--- src/cecbt_pkg.sv ---
package cecbt_pkg;

  // register port
  localparam int ADDR_W = 4;
  localparam int DATA_W = 16;
  localparam logic [3:0] OFS_ERR_COUNT = 4'h0;
  localparam logic [3:0] OFS_BIT_TIMING_ONE = 4'h1;
  localparam logic [3:0] OFS_EVENT_STATUS = 4'h2;
  localparam logic [3:0] OFS_EVENT_MASK = 4'h3;

  // error count register layout
  localparam int CNT_W = 8;
  localparam int TX_LSB = 8;
  localparam int RX_LSB = 0;
  localparam logic [15:0] ERR_COUNT_RST = 16'h0000;

  // bit timing one layout; bits 15..8 are not implemented
  localparam int SJW_LSB = 6;
  localparam int SJW_W = 2;
  localparam int BRP_LSB = 0;
  localparam int BRP_W = 6;
  localparam int TIMING_W = SJW_W + BRP_W;
  localparam logic [7:0] BIT_TIMING_ONE_RST = 8'h00;
  localparam logic [7:0] UNIMP_READ = 8'h00;

  // quantum = TQ_STEP_CLKS * (prescaler + 1) module clock periods
  localparam int CLK_PERIOD_NS = 50;
  localparam int TQ_STEP_CLKS = 2;
  localparam int GAP_W = 8;

  // event status and mask layout
  localparam int NEV = 3;
  localparam int EV_TX_UP = 0;
  localparam int EV_RX_UP = 1;
  localparam int EV_WARN = 2;
  localparam logic [2:0] EVENT_STATUS_RST = 3'h0;
  localparam logic [2:0] EVENT_MASK_RST = 3'h0;
  localparam logic [7:0] WARN_LEVEL_DEF = 8'h60;

  typedef struct packed {
    logic [SJW_W-1:0] jump;
    logic [BRP_W-1:0] prescale;
  } cecbt_timing_s;

  typedef struct packed {
    logic [ADDR_W-1:0] addr;
    logic [DATA_W-1:0] wdata;
    logic wr;
    logic rd;
  } cecbt_bus_s;

endpackage : cecbt_pkg

--- src/cecbt_quantum.sv ---
`timescale 1ns/1ns
// time quantum generator: one tick every 2*(prescale+1) enabled cycles
module cecbt_quantum #(
  parameter int BRP_W = cecbt_pkg::BRP_W
) (
  input wire logic clk, // module clock
  input wire logic rstn, // async reset, active low
  input wire logic ce, // clock enable
  input wire logic restart, // new setting, restart the count
  input wire logic [BRP_W-1:0] prescale, // prescaler code
  output logic tick // one-cycle quantum pulse
);

  logic [BRP_W:0] cnt;
  logic [BRP_W:0] next_cnt;
  logic next_tick;
  logic [BRP_W:0] limit;

  // 2*(code+1)-1 is the code with a one shifted in below it
  assign limit = {prescale, 1'b1};

  always_comb begin
    next_cnt = cnt;
    next_tick = tick;
    if (ce) begin
      if (restart) begin
        next_cnt = '0;
        next_tick = 1'b0;
      end else if (cnt == limit) begin
        next_cnt = '0;
        next_tick = 1'b1;
      end else begin
        next_cnt = cnt + 1'b1;
        next_tick = 1'b0;
      end
    end
  end

  always_ff @(posedge clk or negedge rstn) begin
    if (!rstn) begin
      cnt <= '0;
      tick <= 1'b0;
    end else begin
      cnt <= next_cnt;
      tick <= next_tick;
    end
  end

endmodule : cecbt_quantum

--- src/cecbt_sticky.sv ---
`timescale 1ns/1ns
// one sticky event flag; a set in the clearing cycle wins
module cecbt_sticky #(
  parameter logic RST_VAL = 1'b0
) (
  input wire logic clk, // module clock
  input wire logic rstn, // async reset, active low
  input wire logic ce, // clock enable
  input wire logic set, // event pulse
  input wire logic clr, // write-one-to-clear pulse
  output logic q // sticky flag
);

  logic next_q;

  always_comb begin
    next_q = q;
    if (ce) begin
      next_q = set | (q & ~clr);
    end
  end

  always_ff @(posedge clk or negedge rstn) begin
    if (!rstn) begin
      q <= RST_VAL;
    end else begin
      q <= next_q;
    end
  end

endmodule : cecbt_sticky

--- src/cecbt_top.sv ---
// Implementation choices: the address map and strobed register access.
`timescale 1ns/1ns
//
// Behaviour
// RULE_01: the 8-bit transmit error counter reads, read-only, in bits 15..8 of the error count register.
// RULE_02: the 8-bit receive error counter reads, read-only, in bits 7..0 of the error count register.
// RULE_03: after power-on reset the error count register and all implemented timing bits are zero.
// RULE_04: bits 15..8 of bit timing one read as zero and writes to them are dropped.
// RULE_05: the 2-bit jump width field in bits 7..6 gives code+1 quanta, so code 11 means four.
// RULE_06: the 6-bit prescaler field in bits 5..0 makes one quantum 2*(code+1) clock periods.
// RULE_07: prescaler code 1 makes one quantum four clock periods.
// RULE_08: prescaler code 0 makes one quantum two clock periods, the shortest.
module cecbt_top #(
  parameter logic [7:0] WARN_LEVEL = cecbt_pkg::WARN_LEVEL_DEF
) (
  input wire logic CLK, // module clock, 20 MHz
  input wire logic RSTN, // async power-on reset, active low
  input wire logic CE, // clock enable, freezes all state when low
  input wire logic [3:0] ADDR, // register address
  input wire logic [15:0] WDATA, // register write data
  input wire logic WR, // write strobe
  input wire logic RD, // read strobe
  output logic [15:0] RDATA, // read data, cycle after RD
  input wire logic [7:0] TX_ERR_CNT, // transmit error count from engine
  input wire logic [7:0] RX_ERR_CNT, // receive error count from engine
  output logic TQ_TICK, // one pulse per time quantum
  output logic [2:0] JUMP_WIDTH_TQ, // resync jump width in quanta
  output logic IRQ // interrupt, level, active high
);

  cecbt_pkg::cecbt_bus_s bus;
  cecbt_pkg::cecbt_timing_s timing;
  cecbt_pkg::cecbt_timing_s next_timing;
  logic [15:0] err_count;
  logic [15:0] next_err_count;
  logic [cecbt_pkg::NEV-1:0] mask;
  logic [cecbt_pkg::NEV-1:0] next_mask;
  logic [cecbt_pkg::NEV-1:0] status;
  logic [cecbt_pkg::NEV-1:0] ev_set;
  logic [cecbt_pkg::NEV-1:0] ev_clr;
  logic [15:0] next_rdata;
  logic [2:0] next_jump;
  logic next_irq;
  logic timing_wr;
  logic [7:0] tx_held;
  logic [7:0] rx_held;
  logic warn_now;
  logic warn_was;

  assign bus = '{addr: ADDR, wdata: WDATA, wr: WR, rd: RD};
  assign tx_held = err_count[cecbt_pkg::TX_LSB +: cecbt_pkg::CNT_W];
  assign rx_held = err_count[cecbt_pkg::RX_LSB +: cecbt_pkg::CNT_W];
  assign timing_wr = CE & bus.wr & (bus.addr == cecbt_pkg::OFS_BIT_TIMING_ONE);

  // error count snapshot, one cycle behind the engine
  always_comb begin
    next_err_count = err_count;
    if (CE) begin
      next_err_count[cecbt_pkg::TX_LSB +: cecbt_pkg::CNT_W] = TX_ERR_CNT; // [RULE_01]
      next_err_count[cecbt_pkg::RX_LSB +: cecbt_pkg::CNT_W] = RX_ERR_CNT; // [RULE_02]
    end
  end

  always_ff @(posedge CLK or negedge RSTN) begin
    if (!RSTN) begin
      err_count <= cecbt_pkg::ERR_COUNT_RST; // [RULE_03]
    end else begin
      err_count <= next_err_count;
    end
  end

  err_snap_a: assert property ( // [RULE_01] [RULE_02]
    @(posedge CLK) disable iff (!RSTN)
    CE |=> err_count == {$past(TX_ERR_CNT), $past(RX_ERR_CNT)})
    else $error("error count snapshot wrong");

  // bit timing one; only the low byte holds state
  always_comb begin
    next_timing = timing;
    if (timing_wr) begin
      next_timing = cecbt_pkg::cecbt_timing_s'(bus.wdata[7:0]); // [RULE_04]
    end
  end

  always_ff @(posedge CLK or negedge RSTN) begin
    if (!RSTN) begin
      timing <= cecbt_pkg::BIT_TIMING_ONE_RST; // [RULE_03]
    end else begin
      timing <= next_timing;
    end
  end

  timing_write_a: assert property ( // [RULE_04]
    @(posedge CLK) disable iff (!RSTN)
    (CE && WR && ADDR == cecbt_pkg::OFS_BIT_TIMING_ONE)
    |=> timing == $past(WDATA[7:0]))
    else $error("timing write not taken from low byte");

  timing_keep_a: assert property (
    @(posedge CLK) disable iff (!RSTN)
    !(CE && WR && ADDR == cecbt_pkg::OFS_BIT_TIMING_ONE)
    |=> $stable(timing))
    else $error("timing changed without a write");

  // a write restarts the quantum so no stretched quantum mixes two settings
  cecbt_quantum #(
    .BRP_W(cecbt_pkg::BRP_W)
  ) u_quantum (
    .clk(CLK),
    .rstn(RSTN),
    .ce(CE),
    .restart(timing_wr),
    .prescale(timing.prescale), // [RULE_06] [RULE_07] [RULE_08]
    .tick(TQ_TICK)
  );

  // events: counter rises and crossing of the warning level
  assign warn_now = (TX_ERR_CNT >= WARN_LEVEL) | (RX_ERR_CNT >= WARN_LEVEL);
  assign warn_was = (tx_held >= WARN_LEVEL) | (rx_held >= WARN_LEVEL);

  always_comb begin
    ev_set = '0;
    ev_set[cecbt_pkg::EV_TX_UP] = TX_ERR_CNT > tx_held;
    ev_set[cecbt_pkg::EV_RX_UP] = RX_ERR_CNT > rx_held;
    ev_set[cecbt_pkg::EV_WARN] = warn_now & ~warn_was;
    ev_clr = '0;
    if (bus.wr && bus.addr == cecbt_pkg::OFS_EVENT_STATUS) begin
      ev_clr = bus.wdata[cecbt_pkg::NEV-1:0];
    end
  end

  genvar gi;
  generate
    for (gi = 0; gi < cecbt_pkg::NEV; gi++) begin : g_ev
      cecbt_sticky #(
        .RST_VAL(cecbt_pkg::EVENT_STATUS_RST[gi])
      ) u_flag (
        .clk(CLK),
        .rstn(RSTN),
        .ce(CE),
        .set(ev_set[gi]),
        .clr(ev_clr[gi]),
        .q(status[gi])
      );
    end
  endgenerate

  status_set_a: assert property (
    @(posedge CLK) disable iff (!RSTN)
    (CE && ev_set != '0) |=> (status & $past(ev_set)) == $past(ev_set))
    else $error("event not latched in status");

  status_clear_a: assert property (
    @(posedge CLK) disable iff (!RSTN)
    (CE && WR && ADDR == cecbt_pkg::OFS_EVENT_STATUS && ev_set == '0)
    |=> (status & $past(WDATA[cecbt_pkg::NEV-1:0])) == '0)
    else $error("status bit not cleared by a one");

  // mask register and outputs
  always_comb begin
    next_mask = mask;
    next_jump = JUMP_WIDTH_TQ;
    next_irq = IRQ;
    if (CE) begin
      if (bus.wr && bus.addr == cecbt_pkg::OFS_EVENT_MASK) begin
        next_mask = bus.wdata[cecbt_pkg::NEV-1:0];
      end
      next_jump = {1'b0, timing.jump} + 3'h1; // [RULE_05]
      next_irq = |(status & mask);
    end
  end

  always_ff @(posedge CLK or negedge RSTN) begin
    if (!RSTN) begin
      mask <= cecbt_pkg::EVENT_MASK_RST;
      JUMP_WIDTH_TQ <= 3'h1;
      IRQ <= 1'b0;
    end else begin
      mask <= next_mask;
      JUMP_WIDTH_TQ <= next_jump;
      IRQ <= next_irq;
    end
  end

  irq_level_a: assert property (
    @(posedge CLK) disable iff (!RSTN)
    CE |=> IRQ == $past(|(status & mask)))
    else $error("interrupt level not status and mask");

  // a low enable must hold every register, outputs included
  enable_freeze_a: assert property (
    @(posedge CLK) disable iff (!RSTN)
    !CE |=> ($stable(RDATA) && $stable(TQ_TICK) && $stable(IRQ)
      && $stable(JUMP_WIDTH_TQ) && $stable(timing) && $stable(mask)
      && $stable(status) && $stable(err_count)))
    else $error("state moved with clock enable low");

  // read port; data stand only in the cycle after the strobe
  always_comb begin
    next_rdata = RDATA;
    if (CE) begin
      next_rdata = 16'h0000;
      if (bus.rd) begin
        case (bus.addr)
          cecbt_pkg::OFS_ERR_COUNT: begin
            next_rdata = err_count; // [RULE_01] [RULE_02]
          end
          cecbt_pkg::OFS_BIT_TIMING_ONE: begin
            next_rdata = {cecbt_pkg::UNIMP_READ, timing}; // [RULE_04]
          end
          cecbt_pkg::OFS_EVENT_STATUS: begin
            next_rdata = {13'h0000, status};
          end
          cecbt_pkg::OFS_EVENT_MASK: begin
            next_rdata = {13'h0000, mask};
          end
          default: begin
            next_rdata = 16'h0000;
          end
        endcase
      end
    end
  end

  always_ff @(posedge CLK or negedge RSTN) begin
    if (!RSTN) begin
      RDATA <= 16'h0000;
    end else begin
      RDATA <= next_rdata;
    end
  end

  read_idle_a: assert property (
    @(posedge CLK) disable iff (!RSTN)
    (CE && !RD) |=> RDATA == 16'h0000)
    else $error("read data not zero outside a read");

  // helper state for the checks below: quantum spacing and untouched state
  logic [cecbt_pkg::GAP_W-1:0] gap;
  logic gap_valid;
  logic touched;
  logic [cecbt_pkg::GAP_W-1:0] period;

  assign period = {1'b0, timing.prescale, 1'b0} + 8'h02;

  always_ff @(posedge CLK or negedge RSTN) begin
    if (!RSTN) begin
      gap <= '0;
      gap_valid <= 1'b0;
      touched <= 1'b0;
    end else begin
      if (CE) begin
        gap <= TQ_TICK ? 8'h01 : gap + 8'h01;
        touched <= 1'b1;
      end
      if (timing_wr) begin
        gap_valid <= 1'b0;
      end else if (CE && TQ_TICK) begin
        gap_valid <= 1'b1;
      end
    end
  end

  tx_field_read_a: assert property ( // [RULE_01]
    @(posedge CLK) disable iff (!RSTN)
    CE ##1 (CE && RD && ADDR == cecbt_pkg::OFS_ERR_COUNT)
    |=> RDATA[15:8] == $past(TX_ERR_CNT, 2))
    else $error("transmit count not in upper byte");

  rx_field_read_a: assert property ( // [RULE_02]
    @(posedge CLK) disable iff (!RSTN)
    CE ##1 (CE && RD && ADDR == cecbt_pkg::OFS_ERR_COUNT)
    |=> RDATA[7:0] == $past(RX_ERR_CNT, 2))
    else $error("receive count not in lower byte");

  reset_zero_a: assert property ( // [RULE_03]
    @(posedge CLK) disable iff (!RSTN)
    !touched |-> (err_count == 16'h0000 && timing == 8'h00))
    else $error("registers not zero after reset");

  upper_zero_a: assert property ( // [RULE_04]
    @(posedge CLK) disable iff (!RSTN)
    (CE && RD && ADDR == cecbt_pkg::OFS_BIT_TIMING_ONE)
    |=> (RDATA[15:8] == 8'h00 && RDATA[7:0] == $past(timing)))
    else $error("unimplemented timing bits not zero");

  jump_width_a: assert property ( // [RULE_05]
    @(posedge CLK) disable iff (!RSTN)
    CE |=> JUMP_WIDTH_TQ == {1'b0, $past(timing.jump)} + 3'h1)
    else $error("jump width quanta wrong");

  jump_max_a: assert property ( // [RULE_05]
    @(posedge CLK) disable iff (!RSTN)
    (CE && timing.jump == 2'b11) |=> JUMP_WIDTH_TQ == 3'h4)
    else $error("jump code 11 not four quanta");

  quantum_period_a: assert property ( // [RULE_06]
    @(posedge CLK) disable iff (!RSTN)
    (CE && TQ_TICK && gap_valid) |-> gap == period)
    else $error("quantum length not 2*(code+1)");

  quantum_four_a: assert property ( // [RULE_07]
    @(posedge CLK) disable iff (!RSTN)
    (CE && TQ_TICK && gap_valid && timing.prescale == 6'h01)
    |-> gap == 8'h04)
    else $error("code 1 quantum not four clocks");

  quantum_two_a: assert property ( // [RULE_08]
    @(posedge CLK) disable iff (!RSTN)
    (CE && TQ_TICK && gap_valid && timing.prescale == 6'h00)
    |-> gap == 8'h02)
    else $error("code 0 quantum not two clocks");

  tick_restart_a: assert property ( // [RULE_06]
    @(posedge CLK) disable iff (!RSTN)
    timing_wr |=> !TQ_TICK)
    else $error("quantum tick right after timing write");

endmodule : cecbt_top

--- config.mk ---
export PLATFORM = sky130hd
export DESIGN_NAME = cecbt_top
export DESIGN_NICKNAME = d
export VERILOG_FILES = /design/src/cecbt_pkg.sv /design/src/cecbt_quantum.sv /design/src/cecbt_sticky.sv /design/src/cecbt_top.sv
export SDC_FILE = /design/constraint.sdc
export NUM_CORES = 1
export LEC_CHECK = 0
export BUFFER_PORTS_ARGS = -buffer_cell sky130_fd_sc_hd__buf_2
export CAP_MARGIN = 30
export CORE_ASPECT_RATIO = 0.8
export CORE_MARGIN = 1
export CORE_UTILIZATION = 53
export DETAILED_ROUTE_END_ITERATION = 16
export MAX_ROUTING_LAYER = met4
export PLACE_DENSITY_LB_ADDON = 0.05
export SLEW_MARGIN = 20
export SYNTH_ARGS = -nofsm -noshare
export SYNTH_HDL_FRONTEND = slang
export SYNTH_HIERARCHICAL = 1
export SYNTH_SLANG_ARGS = --single-unit
--- constraint.sdc ---
create_clock -name CLK -period 3.9 [get_ports CLK]
set_input_delay 0.195 -clock CLK [delete_from_list [all_inputs] [get_ports CLK]]
set_output_delay 0.195 -clock CLK [all_outputs]
set_load 0.02 [all_outputs]
Yosys cells after proc, flatten, opt, wreduce, memory -nomap -nowiden --
Index checks and enable logic that the tools add are counted.
Storage, ports and cells: logic and storage cells 52, input port bits 41, register bits 58, output and inout port bits 21
Operators by class: muxes and demuxes 7, $add $sub $neg 2, reduce and logical (&&, ||, !) cells 5, bitwise operators 16, magnitude comparators 6, equality and inequality tests 4
Operators by type and width (number):
- $pmux W16 S4 | 1
- $ge A8 B7 Y1 const B | 4
- $gt A8 B8 Y1 | 2
- $mux W16 | 1
- $mux W7 | 2
- $eq A4 B2 Y1 const B | 2
- $add A7 B1 Y7 const B | 1
- $eq A7 B7 Y1 | 1
- $and A1 B1 Y1 | 6
- $or A1 B1 Y1 | 5
- $eq A4 B1 Y1 const B | 1
- $logic_not A4 Y1 | 1
- $not A1 Y1 | 4
- $add A2 B1 Y3 const B | 1
- $and A3 B3 Y3 | 1
- $mux W3 | 1
- $reduce_or A3 Y1 | 1
- $logic_and A1 B1 Y1 | 2
- $mux W1 | 2
- $reduce_and A2 Y1 | 1

Logic depth before layout (Yosys ltp) --
depth in word-level cells 6, gate-level depth with buffers 8, depth with buffers taken out 7

Cells and area by module --
The synthesis kept the hierarchy.
Modules (own cells, without submodules):
- cecbt_top | sequential area each 1177.4 µm², area each 2401.1 µm², cells an instance 209, instances 1
- cecbt_quantum | sequential area each 200.2 µm², area each 505.5 µm², cells an instance 50, instances 1
- cecbt_sticky | sequential area each 25.0 µm², area each 37.5 µm², cells an instance 3, instances 3

Least setup slack after synthesis --
OpenSTA, ideal clock, no wires.
path type register to register, start point register err_count[9], end point register g_ev[0].u_flag.q, path slack 2444 ps, cell stages (with the launch flop) 8, buffers on the path 0, library setup time 121 ps, arrival 1335 ps, clock period less this slack 1456 ps, data required time 3779 ps, cells stage by stage dfrtp_1 > inv_1 > ha_1 > nor2b_1 > o211ai_1 > a21oi_1 > o22a_1 > a22o_1
On the way: cells in the longest elaborated chain, start to end 2
RTL lines:
- start, declared | RTL line cecbt_top.sv:34 | logic [15:0] err_count;
- start signal, assigned | RTL line cecbt_top.sv:66 | err_count <= cecbt_pkg::ERR_COUNT_RST;
- start signal, assigned | RTL line cecbt_top.sv:68 | err_count <= next_err_count;
- $gt A8 B8 Y1 | RTL line cecbt_top.sv:123 | ev_set[cecbt_pkg::EV_TX_UP] = TX_ERR_CNT > tx_held;
- via ev_set, one bit | RTL line cecbt_top.sv:39 | logic [cecbt_pkg::NEV-1:0] ev_set;
- $or A1 B1 Y1 | RTL line cecbt_sticky.sv:19 | next_q = set | (q & ~clr);
- end signal, assigned | RTL line cecbt_sticky.sv:27 | q <= next_q;
- end, declared | RTL line cecbt_sticky.sv:11 | output logic q
The timed path passes the listed nets, and every way through them passes these cells. A chain may end at the register's enable or synchronous reset.

Worst setup path in the final report --
start point register err_count[15], end point register g_ev[0].u_flag.q
The elaborated chain is that of the path after synthesis.

==> impl_metrics.env <==
export IMPL_die_w_um=86.4
export IMPL_postPlaceCellArea_sq_um=3340
export IMPL_start_util=0.552
export IMPL_path_delay_family="compound AO/OA/AOI/OAI gates"
export IMPL_period_share=0.418
export IMPL_final_core_util=0.650
export IMPL_yosysSeqAreaShare=0.481
export IMPL_core_sq_um=5470
export IMPL_worstSkewPairLatency_ns=0.34
export IMPL_synth_ff_type="dfrtp_1"
export IMPL_fp_dieH_um=69.5
export IMPL_post_cts_setup_buffers=0
export IMPL_finalSetupViolations=0
export IMPL_total_power_w=0.00172
export IMPL_final_net_count=384
export IMPL_routedWlPerCell_um=14.7
export IMPL_syn_inst=268
export IMPL_netlist_area_sq_um=3020
export IMPL_hold_viol=0
export IMPL_syn_num_nets=327
export IMPL_final_max_slew_viol_count=0
export IMPL_htree_levels=3
export IMPL_cp_arrival_ns=1.84
export IMPL_num_vias=2159
export IMPL_layout_drive_gt1_share=0.291
export IMPL_synth_seq_cells=58
export IMPL_critPathMaxFanout=3
export IMPL_dieArea_sq_um=6000
export IMPL_synth_area_per_cell_sq_um=11.3
export IMPL_hpwl_mm=4.26
export IMPL_ctsResizeCount=0
export IMPL_power_density_nw_per_um2=484
export IMPL_slowest_stage="dfrtp_1"
export IMPL_root_buffer="clkbuf_8"
export IMPL_num_fill_cells=466
export IMPL_num_antenna_cells=0
export IMPL_status="completed"
export IMPL_maxCapViolations=0
export IMPL_ant_nets=0
export IMPL_multi_input_area_sq_um=1430
export IMPL_tightest_slew_ns=0.731
export IMPL_grt_antenna_before_repair=0
export IMPL_crit_type="reg -> reg"
export IMPL_grt_max_degree=59
export IMPL_areaGrowthSynthToFinish_pct=17.6
export IMPL_clkSinkCount=58
export IMPL_rsz0062_at_grt="false"
export IMPL_grt_ovfl_total=0
export IMPL_grt_pass1_vias=2121
export IMPL_critPathLaunchType="register"
export IMPL_hp_class="in -> async"
export IMPL_cts_buffers=9
export IMPL_max_slew_margin=0.513
export IMPL_wl_mm=5.98
export IMPL_max_freq_ghz=0.613
export IMPL_cp_end_kind="register"
export IMPL_track_usage=0.230
export IMPL_cts_tree="done"
export IMPL_setup_tns_ns=0
export IMPL_fin_area_sq_um=3550
export IMPL_rows=24
export IMPL_slowest_delay_ns=0.38
export IMPL_seq_area_sq_um=1450
export IMPL_clk_pin_slew_worst_paths_ns=0.07
export IMPL_clock_skew_ns=0.00998
export IMPL_synth_cell_types=43
export IMPL_port_buffers=53
export IMPL_cts_buffer_depth=2
export IMPL_yosysWarnings=6
export IMPL_drtIter0Drc=98
export IMPL_pin_count=62
export IMPL_rr_worst_depth=6
export IMPL_finalCriticalPeriod_ns=1.63
export IMPL_vdd_drop_max_v=0.000306
export IMPL_drtPass1Iterations=6
export IMPL_cts_hold_buf=0
export IMPL_grt_pass1_wl_mm=10.0
export IMPL_via_per_inst=5.29
export IMPL_cp_num_cells=6
export IMPL_worstPathRequired_ns=4.11
export IMPL_path_cells="inv_1 -> ha_1 -> a21oi_1 -> o21ai_0 -> o22a_1 -> a22o_1"
export IMPL_synth_edff_count=0
export IMPL_leakagePower_nw=1.79
export IMPL_gp_congestion=0.758
export IMPL_drc_errors=0
export IMPL_async_reset_ff_frac=1.00
export IMPL_critPathBufInv=1
[metal layers]
layer	wire (um)	GRT usage	up-vias
met1	3000	0.307	1014
met4	105	0.0944	0
met2	2630	0.328	49
met5	0	-	-
met3	243	0.0702	8
li1	-	-	1088
[report_power, final]
group          leakage [nW]  internal, W  switching [W]
clock                 0.107     0.000347       0.000227
combinational         0.958     0.000180       0.000194
sequential            0.723     0.000687      0.0000833
total                  1.79      0.00121       0.000505
[logic make-up after synthesis]
logic type,count (synthesis),share of synthesized area
buffers and inverters,32,0.0464
adders and majority gates,18,0.0746
DFF,58,0.481
xor gates and xnor gates,8,0.0232
and+or+nand+nor,56,0.104
muxes,28,0.110
AOI/OAI and AO/OA,68,0.161
[area by class of cell]
type / count / share of cell area
clock inverters: 2 / 0.00987
repair buffers: 55 / 0.0789
clock buffers: 14 / 0.0486
inverters: 23 / 0.0243
well taps: 78 / 0.0275
flip-flops and latches: 58 / 0.409
multi-input cells: 178 / 0.402
[synthesized netlist by cell type (all sizes together), types with 2 or more instances]
library cell | n | area share
buf | 5 | 0.013
xnor2 | 7 | 0.020
o22a | 5 | 0.015
nand2 | 26 | 0.032
nor3 | 3 | 0.0087
clkbuf | 4 | 0.0050
inv | 22 | 0.027
mux2i | 11 | 0.036
o211ai | 4 | 0.0099
o22ai | 2 | 0.0041
nor2b | 2 | 0.0041
nor3b | 2 | 0.0050
dfrtp | 57 | 0.47
o2bb2ai | 8 | 0.023
o21ai | 18 | 0.030
and2 | 3 | 0.0062
nand3 | 3 | 0.0066
a21oi | 13 | 0.022
nand4 | 8 | 0.021
mux2 | 17 | 0.073
nor2 | 6 | 0.0099
ha | 18 | 0.075
a22o | 11 | 0.032
[final timing paths]
| kind | from | to | slack [ns] |
|---|---|---|---|
| min | RSTN | RDATA[4] | 0.0005 |
| min reg2reg | err_count[14] | RDATA[14] | 0.49 |
| min in group CLK | WDATA[4] | timing[4] | 0.08 |
| max | err_count[15] | g_ev[0].u_flag/q | 2.27 |
| max in group asynchronous | RSTN | g_ev[1].u_flag/q | 3.42 |
| max reg2reg | err_count[15] | g_ev[0].u_flag/q | 2.27 |
[cells in the final DEF, fill, tap and decap left out, types with 3 or more instances in the layout]
master	synthesis	layout
a21oi_1	13	13
a22o_1	11	11
and2_1	3	3
buf_2	1	53
clkbuf_8	0	12
dfrtp_1	57	57
ha_1	18	18
inv_1	22	22
mux2_2	9	9
mux2_4	8	8
mux2i_1	11	11
nand2_1	26	26
nand4_1	6	6
nor2_1	5	5
o211ai_1	4	4
o21ai_0	18	18
o22a_1	5	5
o2bb2ai_1	8	8
xnor2_1	7	7
[registers in the layout, indices dropped and copies added (netlist names)]
name and flops:
RDATA 16, err_count 16, timing 8, u_quantum/cnt 7, JUMP_WIDTH_TQ 3, g_ev.u_flag/q 3
mask 3, IRQ 1, u_quantum/tick 1
[through the flow]
step,worst slack (ns),hold WS (ns),instances
global route,2.18,0.0633,408
detailed placement,2.24,0.392,392
floorplan,2.44,-0.101,268
CTS,2.27,0.0194,408
global placement,2.22,0.389,392
finish,2.27,0.000516,408
(Power assumes the default switching activity.)
